<file path="src/rtl/pld_map.svh">
/*
 * Register indices, byte addresses, field positions, reset values and
 * window timing for the lock-detect and analog-enable block.
 * Assumes a Wishbone slave with one 32-bit word per register index.
 */
`ifndef PLD_MAP_SVH
`define PLD_MAP_SVH

// ----------------------------------------------------------------
// register indices; byte address is four times the index
// ----------------------------------------------------------------
`define PLD_IDX_LDCFG 8'h07
`define PLD_IDX_ANAEN 8'h08
`define PLD_IDX_STAT 8'h10
`define PLD_IDX_CLR 8'h11
`define PLD_IDX_IEN 8'h12
`define PLD_IDX_PIN 8'h13
`define PLD_ADDR_W 8

// ----------------------------------------------------------------
// lock_detect_config fields
// ----------------------------------------------------------------
`define PLD_LD_CNT_LSB 0
`define PLD_LD_EN_BIT 3
`define PLD_LD_WTYPE_BIT 6
`define PLD_LD_WDUR_LSB 7
`define PLD_LD_RATE_LSB 10
`define PLD_LD_TEST_BIT 12
`define PLD_LD_RELOCK_BIT 13
`define PLD_LD_RST 14'h000D

// ----------------------------------------------------------------
// analog_block_enables fields
// ----------------------------------------------------------------
`define PLD_AE_PAD_BIT 5
`define PLD_AE_RF_LSB 12
`define PLD_AE_DRS_LSB 15
`define PLD_AE_DIV2_BIT 19
`define PLD_AE_HIREF_BIT 21
`define PLD_AE_RST 24'hC1BEFF

// ----------------------------------------------------------------
// pin control fields and status bits
// ----------------------------------------------------------------
`define PLD_PIN_SEL_BIT 0
`define PLD_PIN_GATE_BIT 1
`define PLD_PIN_GPO_BIT 2
`define PLD_PIN_SRC_BIT 3
`define PLD_ST_LOCK 0
`define PLD_ST_LOST 1
`define PLD_ST_RELOCK 2

// ----------------------------------------------------------------
// window timer: longest window is 128 half ticks of 8 clocks
// ----------------------------------------------------------------
`define PLD_WIN_W 11

`endif

</file>
<file path="src/rtl/pld_pkg.sv">
/*
 * Types shared by the lock-detect block: the analog enable bundle and
 * the lock status bundle.
 * Assumes the map header supplies all numeric constants.
 */
package pld_pkg;

    // analog section gates and bias codes, as driven to the analog core
    typedef struct packed {
        logic [11:0] gates;
        logic [2:0] rfBias;
        logic rfOn;
        logic [2:0] resyncBias;
        logic resyncOn;
        logic div2En;
        logic hiRef;
    } pld_ana_t;

    // lock detector state seen by the outside
    typedef struct packed {
        logic locked;
        logic relockReq;
    } pld_lock_t;

    typedef enum logic [1:0] {
        PLD_IDLE = 2'b00,
        PLD_HUNT = 2'b01,
        PLD_LOCK = 2'b10
    } pld_state_t;

endpackage

</file>
<file path="src/rtl/pld_win_timer.sv">
/*
 * Digital lock-window timer: opens a window of programmable width on
 * start and closes it again, or keeps re-opening it in test mode.
 * Assumes start is a one-cycle pulse on sys_clk.
 */
`timescale 1ns/1ps
`default_nettype none
`include "pld_map.svh"

module pld_win_timer
(
    input wire logic sys_clk,
    input wire logic rstn,
    input wire logic start,
    input wire logic contMode,
    input wire logic [2:0] widthCode,
    input wire logic [1:0] rateCode,
    output logic winOpen,
    output logic winExpire
);

    logic [`PLD_WIN_W-1:0] winLen;
    logic [`PLD_WIN_W-1:0] remQ;

    // half ticks double per width code; each half tick lasts 2^rate clocks
    always_comb
    begin
        winLen = `PLD_WIN_W'(11'h001 << widthCode) << rateCode;
    end

    // countdown: one-shot unless test mode keeps reloading
    always_ff @(posedge sys_clk or negedge rstn)
    begin
        if (!rstn)
        begin
            remQ <= 11'h000;
            winOpen <= 1'b0;
            winExpire <= 1'b0;
        end
        else
        begin
            winExpire <= 1'b0;
            if (start)
            begin
                remQ <= winLen;
                winOpen <= 1'b1;
            end
            else if (winOpen && remQ == 11'h001)
            begin
                winExpire <= 1'b1;
                remQ <= winLen;
                winOpen <= contMode;
            end
            else if (winOpen)
            begin
                remQ <= remQ - 11'h001;
            end
        end
    end
endmodule
`default_nettype wire

</file>
<file path="src/rtl/pld_lock_detect.sv">
/*
 * Lock detector and analog enable registers of the synthesizer, with a
 * classic Wishbone slave, sticky event status and an interrupt line.
 * Assumes reference and divided-VCO edges and the analog window verdict
 * arrive as asynchronous pins; readback data comes from sys_clk logic.
 */
// Implementation choice: the Wishbone register port.
`timescale 1ns/1ps
`default_nettype none
`include "pld_map.svh"

// Contract
// - lock after 5..65535 consecutive in-window comparisons, chosen by 3-bit code
// - lock detector runs only while its enable bit is set; resets set
// - window-type 1 uses digital timer, 0 uses analog one-shot window
// - digital window width: half cycle for code 0, doubling up to 64
// - 2-bit rate field: 00 fastest timer, 11 slowest
// - test bit keeps timer running continuously; otherwise one-shot windows
// - auto-relock makes one reacquire attempt after lock fails, never retries
// - pad enable off disables pin; select picks lock/GENERAL_PURPOSE_OUTPUT or gated readback
// - RF buffer and resync fields are biases: 0 off, 1 low, 7 high
// - divide-by-two stage enabled only while its bit is set
module pld_lock_detect
(
    input wire logic sys_clk,
    input wire logic rstn,
    input wire logic [31:0] wb_adr_i,
    input wire logic [31:0] wb_dat_i,
    input wire logic [3:0] wb_sel_i,
    input wire logic wb_we_i,
    input wire logic wb_cyc_i,
    input wire logic wb_stb_i,
    output logic [31:0] wb_dat_o,
    output logic wb_ack_o,
    input wire logic refEdge,
    input wire logic vcoEdge,
    input wire logic analogInWin,
    input wire logic readbackData,
    output logic lockPinOut,
    output logic lockPinOe,
    output pld_pkg::pld_ana_t anaEn,
    output pld_pkg::pld_lock_t lockState,
    output logic irq
);

    // ----------------------------------------------------------------
    // registers and internal signals
    // ----------------------------------------------------------------
    logic [13:0] ldCfgQ;
    logic [23:0] anaQ;
    logic [3:0] pinQ;
    logic [2:0] statQ, ienQ, syncRefQ, syncVcoQ, evVec;
    logic [1:0] syncWinQ;
    logic [15:0] cntQ, targetCnt;
    logic [7:0] regIdx;
    logic [31:0] wMask;
    pld_pkg::pld_state_t stateQ;
    logic triedQ, refEv, vcoEv, ldOn, digital, inWin, hitEv, missEv;
    logic lockEv, lostEv, relockEv, winStart, winOpen, winExpire, busReq, busWr;

    // ----------------------------------------------------------------
    // pin synchronisers and edge detection
    // ----------------------------------------------------------------
    // third stage only feeds the edge compare, never the first stage
    always_ff @(posedge sys_clk or negedge rstn)
    begin
        if (!rstn)
        begin
            syncRefQ <= 3'h0;
            syncVcoQ <= 3'h0;
            syncWinQ <= 2'h0;
        end
        else
        begin
            syncRefQ <= {syncRefQ[1:0], refEdge};
            syncVcoQ <= {syncVcoQ[1:0], vcoEdge};
            syncWinQ <= {syncWinQ[0], analogInWin};
        end
    end

    assign refEv = syncRefQ[1] & ~syncRefQ[2];
    assign vcoEv = syncVcoQ[1] & ~syncVcoQ[2];

    // ----------------------------------------------------------------
    // window selection and comparison verdict
    // ----------------------------------------------------------------
    assign ldOn = ldCfgQ[`PLD_LD_EN_BIT];
    assign digital = ldCfgQ[`PLD_LD_WTYPE_BIT];
    assign winStart = ldOn & digital & refEv;
    // the analog one-shot judges the edge itself; we only sample its verdict
    assign inWin = digital ? winOpen : syncWinQ[1];
    assign hitEv = ldOn & vcoEv & inWin;
    assign missEv = ldOn & vcoEv & ~inWin;

    pld_win_timer u_timer
    (
        .sys_clk(sys_clk), .rstn(rstn), .start(winStart), .contMode(ldCfgQ[`PLD_LD_TEST_BIT]),
        .widthCode(ldCfgQ[`PLD_LD_WDUR_LSB +: 3]), .rateCode(ldCfgQ[`PLD_LD_RATE_LSB +: 2]),
        .winOpen(winOpen), .winExpire(winExpire)
    );

    // consecutive count table
    always_comb
    begin
        case (ldCfgQ[`PLD_LD_CNT_LSB +: 3])
            3'h0: targetCnt = 16'h0005;
            3'h1: targetCnt = 16'h0020;
            3'h2: targetCnt = 16'h0060;
            3'h3: targetCnt = 16'h0100;
            3'h4: targetCnt = 16'h0200;
            3'h5: targetCnt = 16'h0800;
            3'h6: targetCnt = 16'h2000;
            default: targetCnt = 16'hFFFF;
        endcase
    end

    assign lockEv = hitEv & (stateQ == pld_pkg::PLD_HUNT) & (cntQ + 16'h0001 == targetCnt);
    assign lostEv = missEv & (stateQ == pld_pkg::PLD_LOCK);
    assign relockEv = lostEv & ldCfgQ[`PLD_LD_RELOCK_BIT] & ~triedQ;

    // ----------------------------------------------------------------
    // lock state machine and counter
    // ----------------------------------------------------------------
    always_ff @(posedge sys_clk or negedge rstn)
    begin
        if (!rstn)
        begin
            stateQ <= pld_pkg::PLD_IDLE;
            cntQ <= 16'h0000;
        end
        else if (!ldOn)
        begin
            stateQ <= pld_pkg::PLD_IDLE;
            cntQ <= 16'h0000;
        end
        else
        begin
            case (stateQ)
                pld_pkg::PLD_IDLE:
                begin
                    stateQ <= pld_pkg::PLD_HUNT;
                    cntQ <= 16'h0000;
                end
                pld_pkg::PLD_HUNT:
                begin
                    if (missEv)
                        cntQ <= 16'h0000;
                    else if (lockEv)
                        stateQ <= pld_pkg::PLD_LOCK;
                    else if (hitEv)
                        cntQ <= cntQ + 16'h0001;
                end
                pld_pkg::PLD_LOCK:
                begin
                    if (missEv)
                    begin
                        stateQ <= pld_pkg::PLD_HUNT;
                        cntQ <= 16'h0000;
                    end
                end
                default: stateQ <= pld_pkg::PLD_IDLE;
            endcase
        end
    end

    // one relock try per loss; the try is re-armed only by a fresh lock
    always_ff @(posedge sys_clk or negedge rstn)
    begin
        if (!rstn)
        begin
            triedQ <= 1'b0;
            lockState <= '0;
        end
        else
        begin
            if (lockEv)
                triedQ <= 1'b0;
            else if (relockEv)
                triedQ <= 1'b1;
            lockState.locked <= ldOn & (lockEv | (stateQ == pld_pkg::PLD_LOCK & ~missEv));
            lockState.relockReq <= relockEv;
        end
    end

    // ----------------------------------------------------------------
    // Wishbone slave: one wait state, ack for one cycle
    // ----------------------------------------------------------------
    assign busReq = wb_cyc_i & wb_stb_i & ~wb_ack_o;
    assign busWr = busReq & wb_we_i;
    assign regIdx = wb_adr_i[`PLD_ADDR_W+1:2];
    assign wMask = {{8{wb_sel_i[3]}}, {8{wb_sel_i[2]}}, {8{wb_sel_i[1]}}, {8{wb_sel_i[0]}}};

    // writes land on the ack edge; unmapped indices read zero
    always_ff @(posedge sys_clk or negedge rstn)
    begin
        if (!rstn)
        begin
            wb_ack_o <= 1'b0;
            wb_dat_o <= 32'h0000_0000;
        end
        else
        begin
            wb_ack_o <= busReq;
            wb_dat_o <= 32'h0000_0000;
            if (busReq && !wb_we_i)
            begin
                if (regIdx == `PLD_IDX_LDCFG)
                    wb_dat_o <= {18'h0, ldCfgQ & 14'h3FCF};
                else if (regIdx == `PLD_IDX_ANAEN)
                    wb_dat_o <= {8'h0, anaQ};
                else if (regIdx == `PLD_IDX_STAT)
                    wb_dat_o <= {29'h0, statQ};
                else if (regIdx == `PLD_IDX_IEN)
                    wb_dat_o <= {29'h0, ienQ};
                else if (regIdx == `PLD_IDX_PIN)
                    wb_dat_o <= {28'h0, pinQ};
            end
        end
    end

    // configuration registers, byte-lane masked
    always_ff @(posedge sys_clk or negedge rstn)
    begin
        if (!rstn)
        begin
            ldCfgQ <= `PLD_LD_RST;
            anaQ <= `PLD_AE_RST;
            ienQ <= 3'h0;
            pinQ <= 4'h0;
        end
        else if (busWr)
        begin
            if (regIdx == `PLD_IDX_LDCFG)
                ldCfgQ <= (ldCfgQ & ~wMask[13:0]) | (wb_dat_i[13:0] & wMask[13:0]);
            else if (regIdx == `PLD_IDX_ANAEN)
                anaQ <= (anaQ & ~wMask[23:0]) | (wb_dat_i[23:0] & wMask[23:0]);
            else if (regIdx == `PLD_IDX_IEN && wb_sel_i[0])
                ienQ <= wb_dat_i[2:0];
            else if (regIdx == `PLD_IDX_PIN && wb_sel_i[0])
                pinQ <= wb_dat_i[3:0];
        end
    end

    // ----------------------------------------------------------------
    // sticky events and interrupt
    // ----------------------------------------------------------------
    assign evVec = {relockEv, lostEv, lockEv};

    // a new event outranks a clear in the same cycle
    always_ff @(posedge sys_clk or negedge rstn)
    begin
        if (!rstn)
        begin
            statQ <= 3'h0;
            irq <= 1'b0;
        end
        else
        begin
            if (busWr && regIdx == `PLD_IDX_CLR && wb_sel_i[0])
                statQ <= (statQ & ~wb_dat_i[2:0]) | evVec;
            else
                statQ <= statQ | evVec;
            irq <= |(statQ & ienQ);
        end
    end

    // ----------------------------------------------------------------
    // analog enables and shared output pin
    // ----------------------------------------------------------------
    // bias code 0 turns the section off; any other code is a bias level
    always_ff @(posedge sys_clk or negedge rstn)
    begin
        if (!rstn)
            anaEn <= '0;
        else
        begin
            anaEn.gates <= anaQ[11:0];
            anaEn.rfBias <= anaQ[`PLD_AE_RF_LSB +: 3];
            anaEn.rfOn <= |anaQ[`PLD_AE_RF_LSB +: 3];
            anaEn.resyncBias <= anaQ[`PLD_AE_DRS_LSB +: 3];
            anaEn.resyncOn <= |anaQ[`PLD_AE_DRS_LSB +: 3];
            anaEn.div2En <= anaQ[`PLD_AE_DIV2_BIT];
            anaEn.hiRef <= anaQ[`PLD_AE_HIREF_BIT];
        end
    end

    // pin drives lock or GENERAL_PURPOSE_OUTPUT when selected, else readback unless gated off
    always_ff @(posedge sys_clk or negedge rstn)
    begin
        if (!rstn)
        begin
            lockPinOut <= 1'b0;
            lockPinOe <= 1'b0;
        end
        else
        begin
            lockPinOe <= anaQ[`PLD_AE_PAD_BIT] &
                (pinQ[`PLD_PIN_SEL_BIT] | ~pinQ[`PLD_PIN_GATE_BIT]);
            if (pinQ[`PLD_PIN_SEL_BIT])
                lockPinOut <= pinQ[`PLD_PIN_SRC_BIT] ? pinQ[`PLD_PIN_GPO_BIT] : lockState.locked;
            else
                lockPinOut <= readbackData;
        end
    end
endmodule
`default_nettype wire

</file>
<file path="config.mk">
export PLATFORM = sky130hd
export DESIGN_NAME = pld_lock_detect
export DESIGN_NICKNAME = d
export VERILOG_FILES = /design/src/rtl/pld_pkg.sv /design/src/rtl/pld_win_timer.sv /design/src/rtl/pld_lock_detect.sv
export VERILOG_INCLUDE_DIRS = /design/src /design/src/rtl
export SDC_FILE = /design/constraint.sdc
export NUM_CORES = 1
export LEC_CHECK = 0
export ABC_AREA = 0
export BUFFER_PORTS_ARGS = -buffer_cell sky130_fd_sc_hd__buf_2
export CORE_ASPECT_RATIO = 1.2
export CORE_MARGIN = 1.5
export CORE_UTILIZATION = 55
export CTS_CLUSTER_SIZE = 8
export DETAILED_ROUTE_END_ITERATION = 16
export GPL_ROUTABILITY_DRIVEN = 1
export PLACE_DENSITY = 0.84
export SYNTH_ARGS = -nofsm -noshare
export SYNTH_HDL_FRONTEND = slang
export SYNTH_SLANG_ARGS = --single-unit
export TNS_END_PERCENT = 30
</file>
<file path="constraint.sdc">
create_clock -name sys_clk -period 3.5 [get_ports sys_clk]
set_clock_uncertainty 0.2 [all_clocks]
set_input_delay 0.175 -clock sys_clk [delete_from_list [all_inputs] [get_ports sys_clk]]
set_output_delay 0.175 -clock sys_clk [all_outputs]
set_load 0.03 [all_outputs]
</file>
==> results of run 1 <==
[cells in the mapped netlist (3+ instances only)]
cell | instances | area [um^2]
a21o_1 | 3 | 22.5
nor3_1 | 6 | 30.0
ha_1 | 3 | 37.5
o21ai_0 | 35 | 175
clkbuf_1 | 18 | 67.6
dfstp_2 | 20 | 526
a21oi_1 | 20 | 100
nand2_1 | 52 | 195
a222oi_1 | 4 | 40.0
xnor2_1 | 9 | 78.8
nand2b_1 | 5 | 31.3
o22ai_1 | 3 | 18.8
or3_1 | 10 | 62.6
and3_1 | 4 | 25.0
o21ai_2 | 8 | 70.1
xor2_1 | 10 | 87.6
and2_1 | 17 | 106
o22a_1 | 3 | 26.3
nor2_1 | 41 | 154
nand3_1 | 21 | 105
dfrtp_1 | 117 | 2930
a22oi_1 | 9 | 67.6
nor4_1 | 10 | 62.6
nor2b_1 | 8 | 50.1
buf_4 | 9 | 67.6
nor3b_1 | 3 | 22.5
inv_1 | 12 | 45.0
mux2i_1 | 7 | 70.1
o31ai_1 | 6 | 45.0
buf_2 | 6 | 30.0
a22o_1 | 6 | 52.6
nand4_1 | 9 | 56.3
a31oi_1 | 3 | 18.8
mux2_2 | 44 | 495
[area by class of cell]
cell class,count,area (um^2)
fillers,784,3490
flip-flops and latches,137,3450
multi-input cells,411,2790
repair buffers,147,950
clock buffers,17,425
well taps,157,196
clock inverters,15,156
inverters,12,45.0
diodes,2,5.00
[what timing repair did]
| item | 4_1_cts | 5_1_grt |
|---|---|---|
| setup endpoints to repair | 0 | 0 |
| hold buffers | 31 | 0 |
| hold endpoints to repair | 124 | 0 |
[routing by layer]
| metal | vias to the layer above | global-route usage, % |
|---|---|---|
| li1 | 2383 | - |
| met1 | 2730 | 34.2 |
| met2 | 297 | 50.9 |
| met3 | 90 | 7.97 |
| met4 | 0 | 16.5 |
| met5 | - | 0 |
[path summary, 6_finish.rpt]
path                       slack (ns)                          to  cells after the start                   from
max                              0.18         cntQ[5]$_DFFE_PN0P_                     10    cntQ[0]$_DFFE_PN0P_
min                              0.09          statQ[0]$_DFF_PN0_                      5            wb_adr_i[3]
max reg2reg                      0.18         cntQ[5]$_DFFE_PN0P_                     10    cntQ[0]$_DFFE_PN0P_
min reg2reg                      0.16       syncRefQ[1]$_DFF_PN0_                      0  syncRefQ[0]$_DFF_PN0_
max in group asynchronous        2.01  asynchronous set/reset pin                      3                   rstn
min in group asynchronous        0.18         cntQ[0]$_DFFE_PN0P_                      2                   rstn
[through the flow]
step           power, uW  area [um^2]  setup WS [ns]  std cells  util (%)
2_1_floorplan       1680         6470          0.350        595         -
3_3_place_gp        1750         7130          0.302        833      61.9
3_5_place_dp        1750         7130          0.260        833      61.9
4_1_cts             3490         8020          0.240        896      69.6
5_1_grt             3600         8020         0.0815        896      69.6
6_report            3500         8020          0.177        898      69.7
[cell usage in the layout, fill, tap and decap left out, types with 7 or more instances in the layout]
cell type and n:
dfrtp_1 117, buf_2 94, nand2_1 52, mux2_2 44
nor2_1 41, o21ai_0 35, dlygate4sd3_1 31, nand3_1 21
buf_4 21, a21oi_1 20, dfstp_2 20, and2_1 17
clkbuf_16 17, inv_1 12, or3_1 10, xor2_1 10
a22oi_1 9, nor4_1 9, xnor2_1 9, nand4_1 9
nor2b_1 8, o21ai_2 8, conb_1 8, mux2i_1 7
[power breakdown]
group          leakage [uW]  internal, uW  total, uW  switching, uW
Clock              0.000283           950       1740            791
Combinational       0.00183          58.1        148           90.4
Sequential          0.00181          1600       1610           9.19
[critical path, cell delays in order, from the launching register on]
cell	delay [ns]
dfrtp_1	0.48
ha_1	0.27
buf_4	0.17
inv_1	0.09
or3_1	0.43
a2111oi_0	0.52
nand3b_1	0.20
nor2_1	0.09
or3_4	0.41
nand2b_4	0.22
o31ai_1	0.10
[cells by family after synthesis]
kind of cell | Yosys count | share of synthesized area, %
compound gates | 120 | 12.7
fa+ha+maj | 3 | 0.583
simple gates | 209 | 17.7
buf+inv | 47 | 3.63
mux | 51 | 8.78
flops | 137 | 53.6
xor+xnor | 20 | 2.93
other cells | 1 | 0.0582
==> parameters.txt, run 1 <==
Parameter                              Value

Worst setup path
  Data required time of the worst path    3.59 ns
  Type of element launching the critical path    register
  Crit path arrival time    3.41 ns
  Critical path peak fanout    13
  Class of the most critical setup path    reg -> reg
  Critical Path Sink Type    register

Logic synthesis
  Post-synthesis cell area    6440 um^2
  Synthesized area divided by synthesized cell count    11.0 um^2
  Total of warnings raised by yosys    0
  Gate count after technology mapping    588
  Share of the yosys chip area belonging to registers    53.6%
  Count of unique library cells instantiated by Yosys    74
  Synthesis-stage register bit count    137
  Top FF cell, synth    dfrtp_1
  Async set or reset register ratio after synthesis    100%
  Number of flops mapped to enable cells by yosys    0

CTS
  Clock slew at reported path FFs    0.07 ns
  Later-pin clock latency in the skew report    0.42 ns
  Clock tree from TritonCTS    built
  TritonCTS buffer count    17
  # H-tree levels    4
  Clock Root Buffer    clkbuf_16
  Number of buffers inserted to repair setup after CTS    0
  Post-cts repair resize count    0
  Number of sinks on the clock net    137
  Number of buffers on the longest clock path    2

Job
  Number of violations of the max-capacitance limit    0

STA
  Final hold viol count    0
  Tmin final    3.32 ns
  Worst slew slack as a fraction of its limit    38.9%
  Count of pins over their slew limit    0
  FMAX    0.301 GHz
  Hold slack    0.0869 ns
  Fin Setup TNS    0 ns
  RSZ-0062 raised after global routing    no
  Number of failing setup endpoints in the final timing report    0
  Final period utilization    95.0%
  Measured slew at the worst slew-check pin    0.908 ns

Routing
  DRC    0
  Routed vias    5,500
  Antenna Violating Nets Remaining    0
  Count of routing violations after the opening detailed-route iteration    474
  Met3 WL    1.08 mm
  Highest Signal Layer    met4
  Met1 wire length    6.46 mm
  Average vias per placed instance    6.12
  DRT Wirelength    17.9 mm
  Number of detailed-route iterations in the first pass    6
  Wire length per cell after detailed routing    19.9 um
  Met2 layer wire length in the routed design    9.34 mm

Floorplan
  Initial cell density of the core    55.9%
  Die ar.    12,400 um^2
  Standard-cell rows    43
  Placeable core area    11,500 um^2
  IO Count    137
  Horizontal extent of the die    102 um
  Height of the chip    122 um

Power
  LEAKAGE    0.00392 uW
  Areal power density over the cells    436 nW/um^2
  Peak ir drop on the vdd network    309 uV

Global route
  First-pass GRT wire length    28.3 mm
  Remaining global-route overflow    0
  Via count of the first global-routing pass    5,520
  Largest net degree at the start of global routing    87
  Initial antenna violation count    0
  Overall fraction of global-route tracks in use    30.0%

Final layout
  Area grow syn2layout    24.6%
  Final net count    806
  Share of cells above drive strength 1    31.5%

Placement
  Post-DP HPWL    10.8 mm
  Final weighted congestion in routability-driven placement    0.937
  Number of buffers inserted by port buffering    95

Run status
  Run status    finished, final reports clean

Worst hold path
  Worst hold path type    in -> reg
Power figures use the tool's default switching activity.
==> run 2, diff against run 1 <==
ABC_AREA = 1   (was 0)
==> parameters.txt, run 2 <==
Parameter                              Value

Worst hold path
  Worst Hold Launch    wb_we_i
  Worst hold path type    in -> reg
  Depth of the worst hold-timing path    5
  Hold Path Sink    wb_dat_o[19]$_DFF_PN0_

Worst setup path
  Critical path's slowest cell    dfrtp_1
  Type of element launching the critical path    register
  Cells traversed along the worst timing path    ha_1 -> nand3_2 -> nor2_2 -> nand3_1 -> nand2_1 -> nand3_1 -> nand2_1 -> nand2_1 -> nor2_1 -> nand3_2 -> buf_4 -> nand3_1 -> nand2_1
  FF-to-FF End    cntQ[5]$_DFFE_PN0P_
  Data required time of the worst path    3.61 ns
  Crit path arrival time    3.08 ns
  Critical Path Sink Type    register
  Worst reg2reg path startpoint    cntQ[0]$_DFFE_PN0P_
  CP most frequent cell    nand2_1
  Delay of the slowest cell on the worst path    0.46 ns
  Worst reg-to-reg setup slack    0.53 ns
  Class of the most critical setup path    reg -> reg
  Critical path peak fanout    12
  Count of cells along the worst register-to-register path    13

Global route
  Met1 capacity usage during global routing    35.6%
  First-pass GRT wire length    27.9 mm
  Largest net degree at the start of global routing    85
  Remaining global-route overflow    0
  GR Util met3    6.55%
  GR Layer Usage met2    50.8%
  Overall fraction of global-route tracks in use    29.3%
  Via count of the first global-routing pass    5,854
  Most Crowded Layer GR    met2
  Initial antenna violation count    0

Floorplan
  Placeable core area    11,600 um^2
  IO Count    137
  Horizontal extent of the die    103 um
  Initial cell density of the core    56.6%
  Standard-cell rows    43
  Die ar.    12,600 um^2
  Height of the chip    123 um

Final layout
  Fillcell total    895
  Post-layout util    69.9%
  Leading cell type in the layout, fill and taps excluded    nand2_1
  Share of cells above drive strength 1    18.1%
  Area used by sequential logic in the layout    3450 um^2
  Final net count    1,026
  Non-filler cells in the finished layout    1,116
  Area taken by multi-input logic gates    2630 um^2
  Antenna diode count    0
  Area grow syn2layout    23.5%
  Most frequent cells in the layout    236 x nand2_1, 117 x dfrtp_1, 95 x inv_1, 94 x buf_2, 79 x nand3_1

Logic synthesis
  Main area contributors after synthesis    dfrtp_1 45%, nand2_1 13%, dfstp_2 8.0%, nand3_1 6.0%, inv_1 5.4%
  Leading cell types by count after synthesis    236 x nand2_1, 117 x dfrtp_1, 95 x inv_1
  Synthesized area divided by synthesized cell count    8.07 um^2
  Top FF cell, synth    dfrtp_1
  Number of flops mapped to enable cells by yosys    0
  Synthesis-stage register bit count    137
  Count of unique library cells instantiated by Yosys    40
  Post-synthesis cell area    6580 um^2
  Largest area contributor in the netlist    dfrtp_1
  Gate count after technology mapping    815
  Top-count cell post-synth    nand2_1
  Async set or reset register ratio after synthesis    100%
  Total of warnings raised by yosys    0
  Area share of the largest cell type after synthesis    44.5%
  Share of the yosys chip area belonging to registers    52.5%

Routing
  Wire length per cell after detailed routing    15.4 um
  Routed vias    6,027
  DRC    0
  Average vias per placed instance    5.40
  Antenna Violating Nets Remaining    0
  Number of detailed-route iterations in the first pass    8
  DRT Wirelength    17.2 mm
  Count of routing violations after the opening detailed-route iteration    481

Power
  LEAKAGE    0.00403 uW
  Total design power    3680 uW
  Peak ir drop on the vdd network    321 uV
  Areal power density over the cells    453 nW/um^2

STA
  RSZ-0062 raised after global routing    no
  Tmin final    2.97 ns
  Worst slew slack as a fraction of its limit    49.7%
  FMAX    0.336 GHz
  Final hold viol count    0
  Number of failing setup endpoints in the final timing report    0
  Measured slew at the worst slew-check pin    0.755 ns
  Count of pins over their slew limit    0
  Final period utilization    84.9%
  Fin Setup TNS    0 ns

CTS
  Clock Root Buffer    clkbuf_16
  Clock slew at reported path FFs    0.06 ns
  Later-pin clock latency in the skew report    0.43 ns
  Clock tree from TritonCTS    built
  # H-tree levels    4
  TritonCTS buffer count    17
  Number of sinks on the clock net    137
  Number of buffers on the longest clock path    2

Run status
  Run status    finished, final reports clean

Placement
  Number of placed instances, taps included    1,052
  Post-DP HPWL    11.3 mm
  Number of buffers inserted by port buffering    95
  Final weighted congestion in routability-driven placement    0.933

Job
  Number of violations of the max-capacitance limit    0
[run 2: cell count changes after synthesis, moves of 9 or more]
cell,delta
xnor2_1,-9
inv_1,+83
and2_1,-15
a22oi_1,-9
nor2_1,+22
nand3_1,+58
or3_1,-10
nor3_1,+9
o21ai_0,+26
mux2_2,-37
nand2_1,+184
[run 2: worst max-delay path by stage]
| stage | from | end | slack [ns] | depth (start not counted) |
|---|---|---|---|---|
| finish | cntQ[0]$_DFFE_PN0P_ | cntQ[5]$_DFFE_PN0P_ | 0.53 | 13 |
| global route | cntQ[0]$_DFFE_PN0P_ | cntQ[5]$_DFFE_PN0P_ | 0.23 | 13 |
| CTS | cntQ[0]$_DFFE_PN0P_ | cntQ[13]$_DFFE_PN0P_ | 0.55 | 13 |
| global placement | cntQ[0]$_DFFE_PN0P_ | cntQ[13]$_DFFE_PN0P_ | 0.70 | 13 |
| floorplan | cntQ[0]$_DFFE_PN0P_ | cntQ[10]$_DFFE_PN0P_ | 1.34 | 14 |
| detailed placement | cntQ[0]$_DFFE_PN0P_ | cntQ[13]$_DFFE_PN0P_ | 0.56 | 13 |
[run 2: cells by family (layout without fill, tap and decap cells)]
group / after synthesis / after routing / share of synthesized area, %
adder cells (fa/ha/maj): 3 / 3 / 0.571
other: 1 / 8 / 0.0570
multiplexers: 12 / 12 / 1.96
XOR/XNOR: 2 / 2 / 0.266
AND/OR/NAND/NOR: 428 / 428 / 27.9
flip-flops: 137 / 137 / 52.5
buffers and inverters: 126 / 263 / 7.91
AO/OA/AOI/OAI: 106 / 106 / 8.81
[run 2: repair_timing]
item / CTS / global route
setup buffers: 0 / 0
gates resized for setup: 0 / 0
endpoints found under the hold margin: 123 / 0
hold buffers: 32 / 0
[run 2: stage by stage]
step           setup slack [ns]  hold slack (ns)  cell area [um^2]
2_1_floorplan              1.34           -0.321              6610
5_1_grt                   0.235           0.0210              8130
3_3_place_gp              0.703           0.0676              7190
3_5_place_dp              0.563           0.0710              7190
6_report                  0.527          0.00364              8130
4_1_cts                   0.552          0.00441              8130
[run 2: routing by layer]
metal,part of all wire (%),wire [um]
met5,0,0
met4,2.1,365
met3,5.7,977
met2,52,8860
met1,41,6970
[run 2: power breakdown]
part           internal (uW)  switching [uW]  total (uW)
logic                   71.7             115         186
registers               1600            10.0        1610
clock network           1170             714        1880
[run 2: final cells by class]
type | count | share of cell area (%)
Sequential cell | 137 | 42.5
Inverter | 98 | 4.53
Clock buffer | 21 | 5.67
Timing Repair Buffer | 133 | 10.6
Clock inverter | 11 | 1.94
Tap cell | 157 | 2.42
Multi-Input combinational cell | 559 | 32.4
[run 2: worst max-delay path, delay by kind of cell (launching register included)]
| family | cells | cell delay [ns] |
|---|---|---|
| simple gates | 11 | 1.61 |
| flops | 1 | 0.46 |
| buf+inv | 1 | 0.31 |
| fa+ha+maj | 1 | 0.26 |
==> run 3, diff against run 2 <==
clock period = 2.92 ns   (was 3.5 ns; I/O delays follow)
==> parameters.txt, run 3 (synthesis gave the netlist of run 2 again) <==
Parameter                              Value

Worst setup path
  Critical path peak fanout    11
  Crit path arrival time    2.81 ns
  Delay of the slowest cell on the worst path    0.46 ns
  Buffer and inverter count on the worst path    1
  Cells traversed along the worst timing path    ha_1 -> nand3_2 -> nor2_2 -> nand3_1 -> nand2_1 -> nand2_1 -> nand2_1 -> nand3_1 -> nor2_2 -> nand3_2 -> buf_4 -> nand3_1 -> nand2_1
  Worst reg2reg path startpoint    cntQ[0]$_DFFE_PN0P_
  Type of element launching the critical path    register
  Data required time of the worst path    3.02 ns
  Critical path's slowest cell    dfrtp_1
  CP most frequent cell    nand2_1
  FF-to-FF End    cntQ[1]$_DFFE_PN0P_
  Cell family with most CP delay    simple AND/OR/NAND/NOR gates
  Count of cells along the worst register-to-register path    13
  Critical Path Sink Type    register
  Worst reg-to-reg setup slack    0.21 ns
  Class of the most critical setup path    reg -> reg

Final layout
  Cell area after layout    8180 um^2
  Antenna diode count    0
  Most frequent cells in the layout    236 x nand2_1, 117 x dfrtp_1, 95 x inv_1, 94 x buf_2, 79 x nand3_1
  Share of cells above drive strength 1    18.8%
  Final net count    1,033
  Area grow syn2layout    24.3%
  Leading cell type in the layout, fill and taps excluded    nand2_1

Power
  Switching power    1020 uW
  Net switching share of the total power    23.5%
  Areal power density over the cells    529 nW/um^2
  Part of the power in the clock network    50.1%
  Flop pwr share    44.7%
  Cell-internal power    3310 uW
  LEAKAGE    0.00407 uW
  Combinational share of power    5.2%
  Peak ir drop on the vdd network    542 uV

Worst hold path
  Worst Hold Launch    wb_adr_i[2]
  Hold Path Sink    statQ[1]$_DFF_PN0_
  Worst hold path type    in -> reg
  Depth of the worst hold-timing path    6

Floorplan
  Height of the chip    123 um
  Initial cell density of the core    56.6%
  IO Count    137
  Placeable core area    11,600 um^2
  Standard-cell rows    43
  Horizontal extent of the die    103 um
  Die ar.    12,600 um^2

CTS
  # H-tree levels    4
  Clock tree from TritonCTS    built
  Clock slew at reported path FFs    0.06 ns
  Later-pin clock latency in the skew report    0.42 ns
  Number of buffers on the longest clock path    2
  Number of buffers inserted to repair setup after CTS    0
  Post-cts repair resize count    0
  TritonCTS buffer count    17
  Number of sinks on the clock net    137
  Clock Root Buffer    clkbuf_16

STA
  FMAX    0.369 GHz
  Fin Setup TNS    0 ns
  Number of failing setup endpoints in the final timing report    0
  Count of pins over their slew limit    0
  Post-route setup slack    0.212 ns
  Worst slew slack as a fraction of its limit    52.2%
  Final period utilization    92.7%
  Final hold viol count    0
  Tmin final    2.71 ns
  RSZ-0062 raised after global routing    no
  Hold slack    0.0157 ns
  Measured slew at the worst slew-check pin    0.715 ns

Run status
  Run status    finished, final reports clean

Global route
  Via count of the first global-routing pass    5,771
  Remaining global-route overflow    0
  Overall fraction of global-route tracks in use    28.9%
  First-pass GRT wire length    27.8 mm
  Initial antenna violation count    0
  Largest net degree at the start of global routing    73

Placement
  Post-placement cell area    7250 um^2
  Placement-stage worst setup slack    0.300 ns
  Post-DP HPWL    10.9 mm
  Final weighted congestion in routability-driven placement    0.957
  Number of buffers inserted by port buffering    95

Routing
  Number of detailed-route iterations in the first pass    7
  DRC    0
  Count of routing violations after the opening detailed-route iteration    553
  Wire length per cell after detailed routing    15.1 um
  Antenna Violating Nets Remaining    0
  Routed vias    6,117
  DRT Wirelength    17.0 mm
  Average vias per placed instance    5.45

Job
  Number of violations of the max-capacitance limit    0
-- run 3: worst max path at each step --
| stage | slack (ns) | depth (start not counted) | end | from |
|---|---|---|---|---|
| after floorplan | 0.76 | 14 | cntQ[10]$_DFFE_PN0P_ | cntQ[0]$_DFFE_PN0P_ |
| after global placement | 0.37 | 13 | cntQ[2]$_DFFE_PN0P_ | cntQ[0]$_DFFE_PN0P_ |
| after detailed placement | 0.30 | 13 | cntQ[1]$_DFFE_PN0P_ | cntQ[0]$_DFFE_PN0P_ |
| after CTS | 0.26 | 13 | cntQ[1]$_DFFE_PN0P_ | cntQ[0]$_DFFE_PN0P_ |
| after global routing | 0.006 | 13 | cntQ[13]$_DFFE_PN0P_ | cntQ[0]$_DFFE_PN0P_ |
| final | 0.21 | 13 | cntQ[1]$_DFFE_PN0P_ | cntQ[0]$_DFFE_PN0P_ |
-- run 3: what timing repair did --
item	in CTS	in global routing
setup endpoints to repair	0	0
hold buffers	33	0
endpoints found under the hold margin	127	0
-- run 3: routing by layer --
layer  part of all wire, %  GRT usage [%]  up-vias
li1                      -              -     2896
met1                    39           36.2     2890
met2                    51           48.8      286
met3                   6.9           5.81       45
met4                   2.7           11.7        0
met5                     0              0        -
-- run 3: stage by stage --
stage               power [uW]  cells  utilization, %
finish                    4330   1123            70.4
global route              4460   1123            70.4
CTS                       4340   1123            70.4
detailed placement        2150   1058            62.3
global placement          2150   1058            62.3
floorplan                 2060    822               -
-- run 3: power by group through the flow --
stage	clock network, uW	logic (uW)	registers (uW)
3_3_place_gp	0	184	1970
3_5_place_dp	0	185	1970
6_report	2170	224	1930
2_1_floorplan	0	90.0	1970
5_1_grt	2270	249	1940
4_1_cts	2180	222	1930
-- run 3: final cells by class --
type	count	area, um^2
Tap cell	157	196
Fill cell	885	3440
Multi-Input combinational cell	559	2630
Inverter	98	368
Clock inverter	14	161
Sequential cell	137	3450
Timing Repair Buffer	140	927
Clock buffer	18	439
-- run 3: worst reg2reg max path, stage by stage (launching register included) --
cell	delay (ns)
dfrtp_1	0.46
ha_1	0.27
nand3_2	0.12
nor2_2	0.38
nand3_1	0.12
nand2_1	0.10
nand2_1	0.09
nand2_1	0.11
nand3_1	0.11
nor2_2	0.10
nand3_2	0.16
buf_4	0.21
nand3_1	0.08
nand2_1	0.07
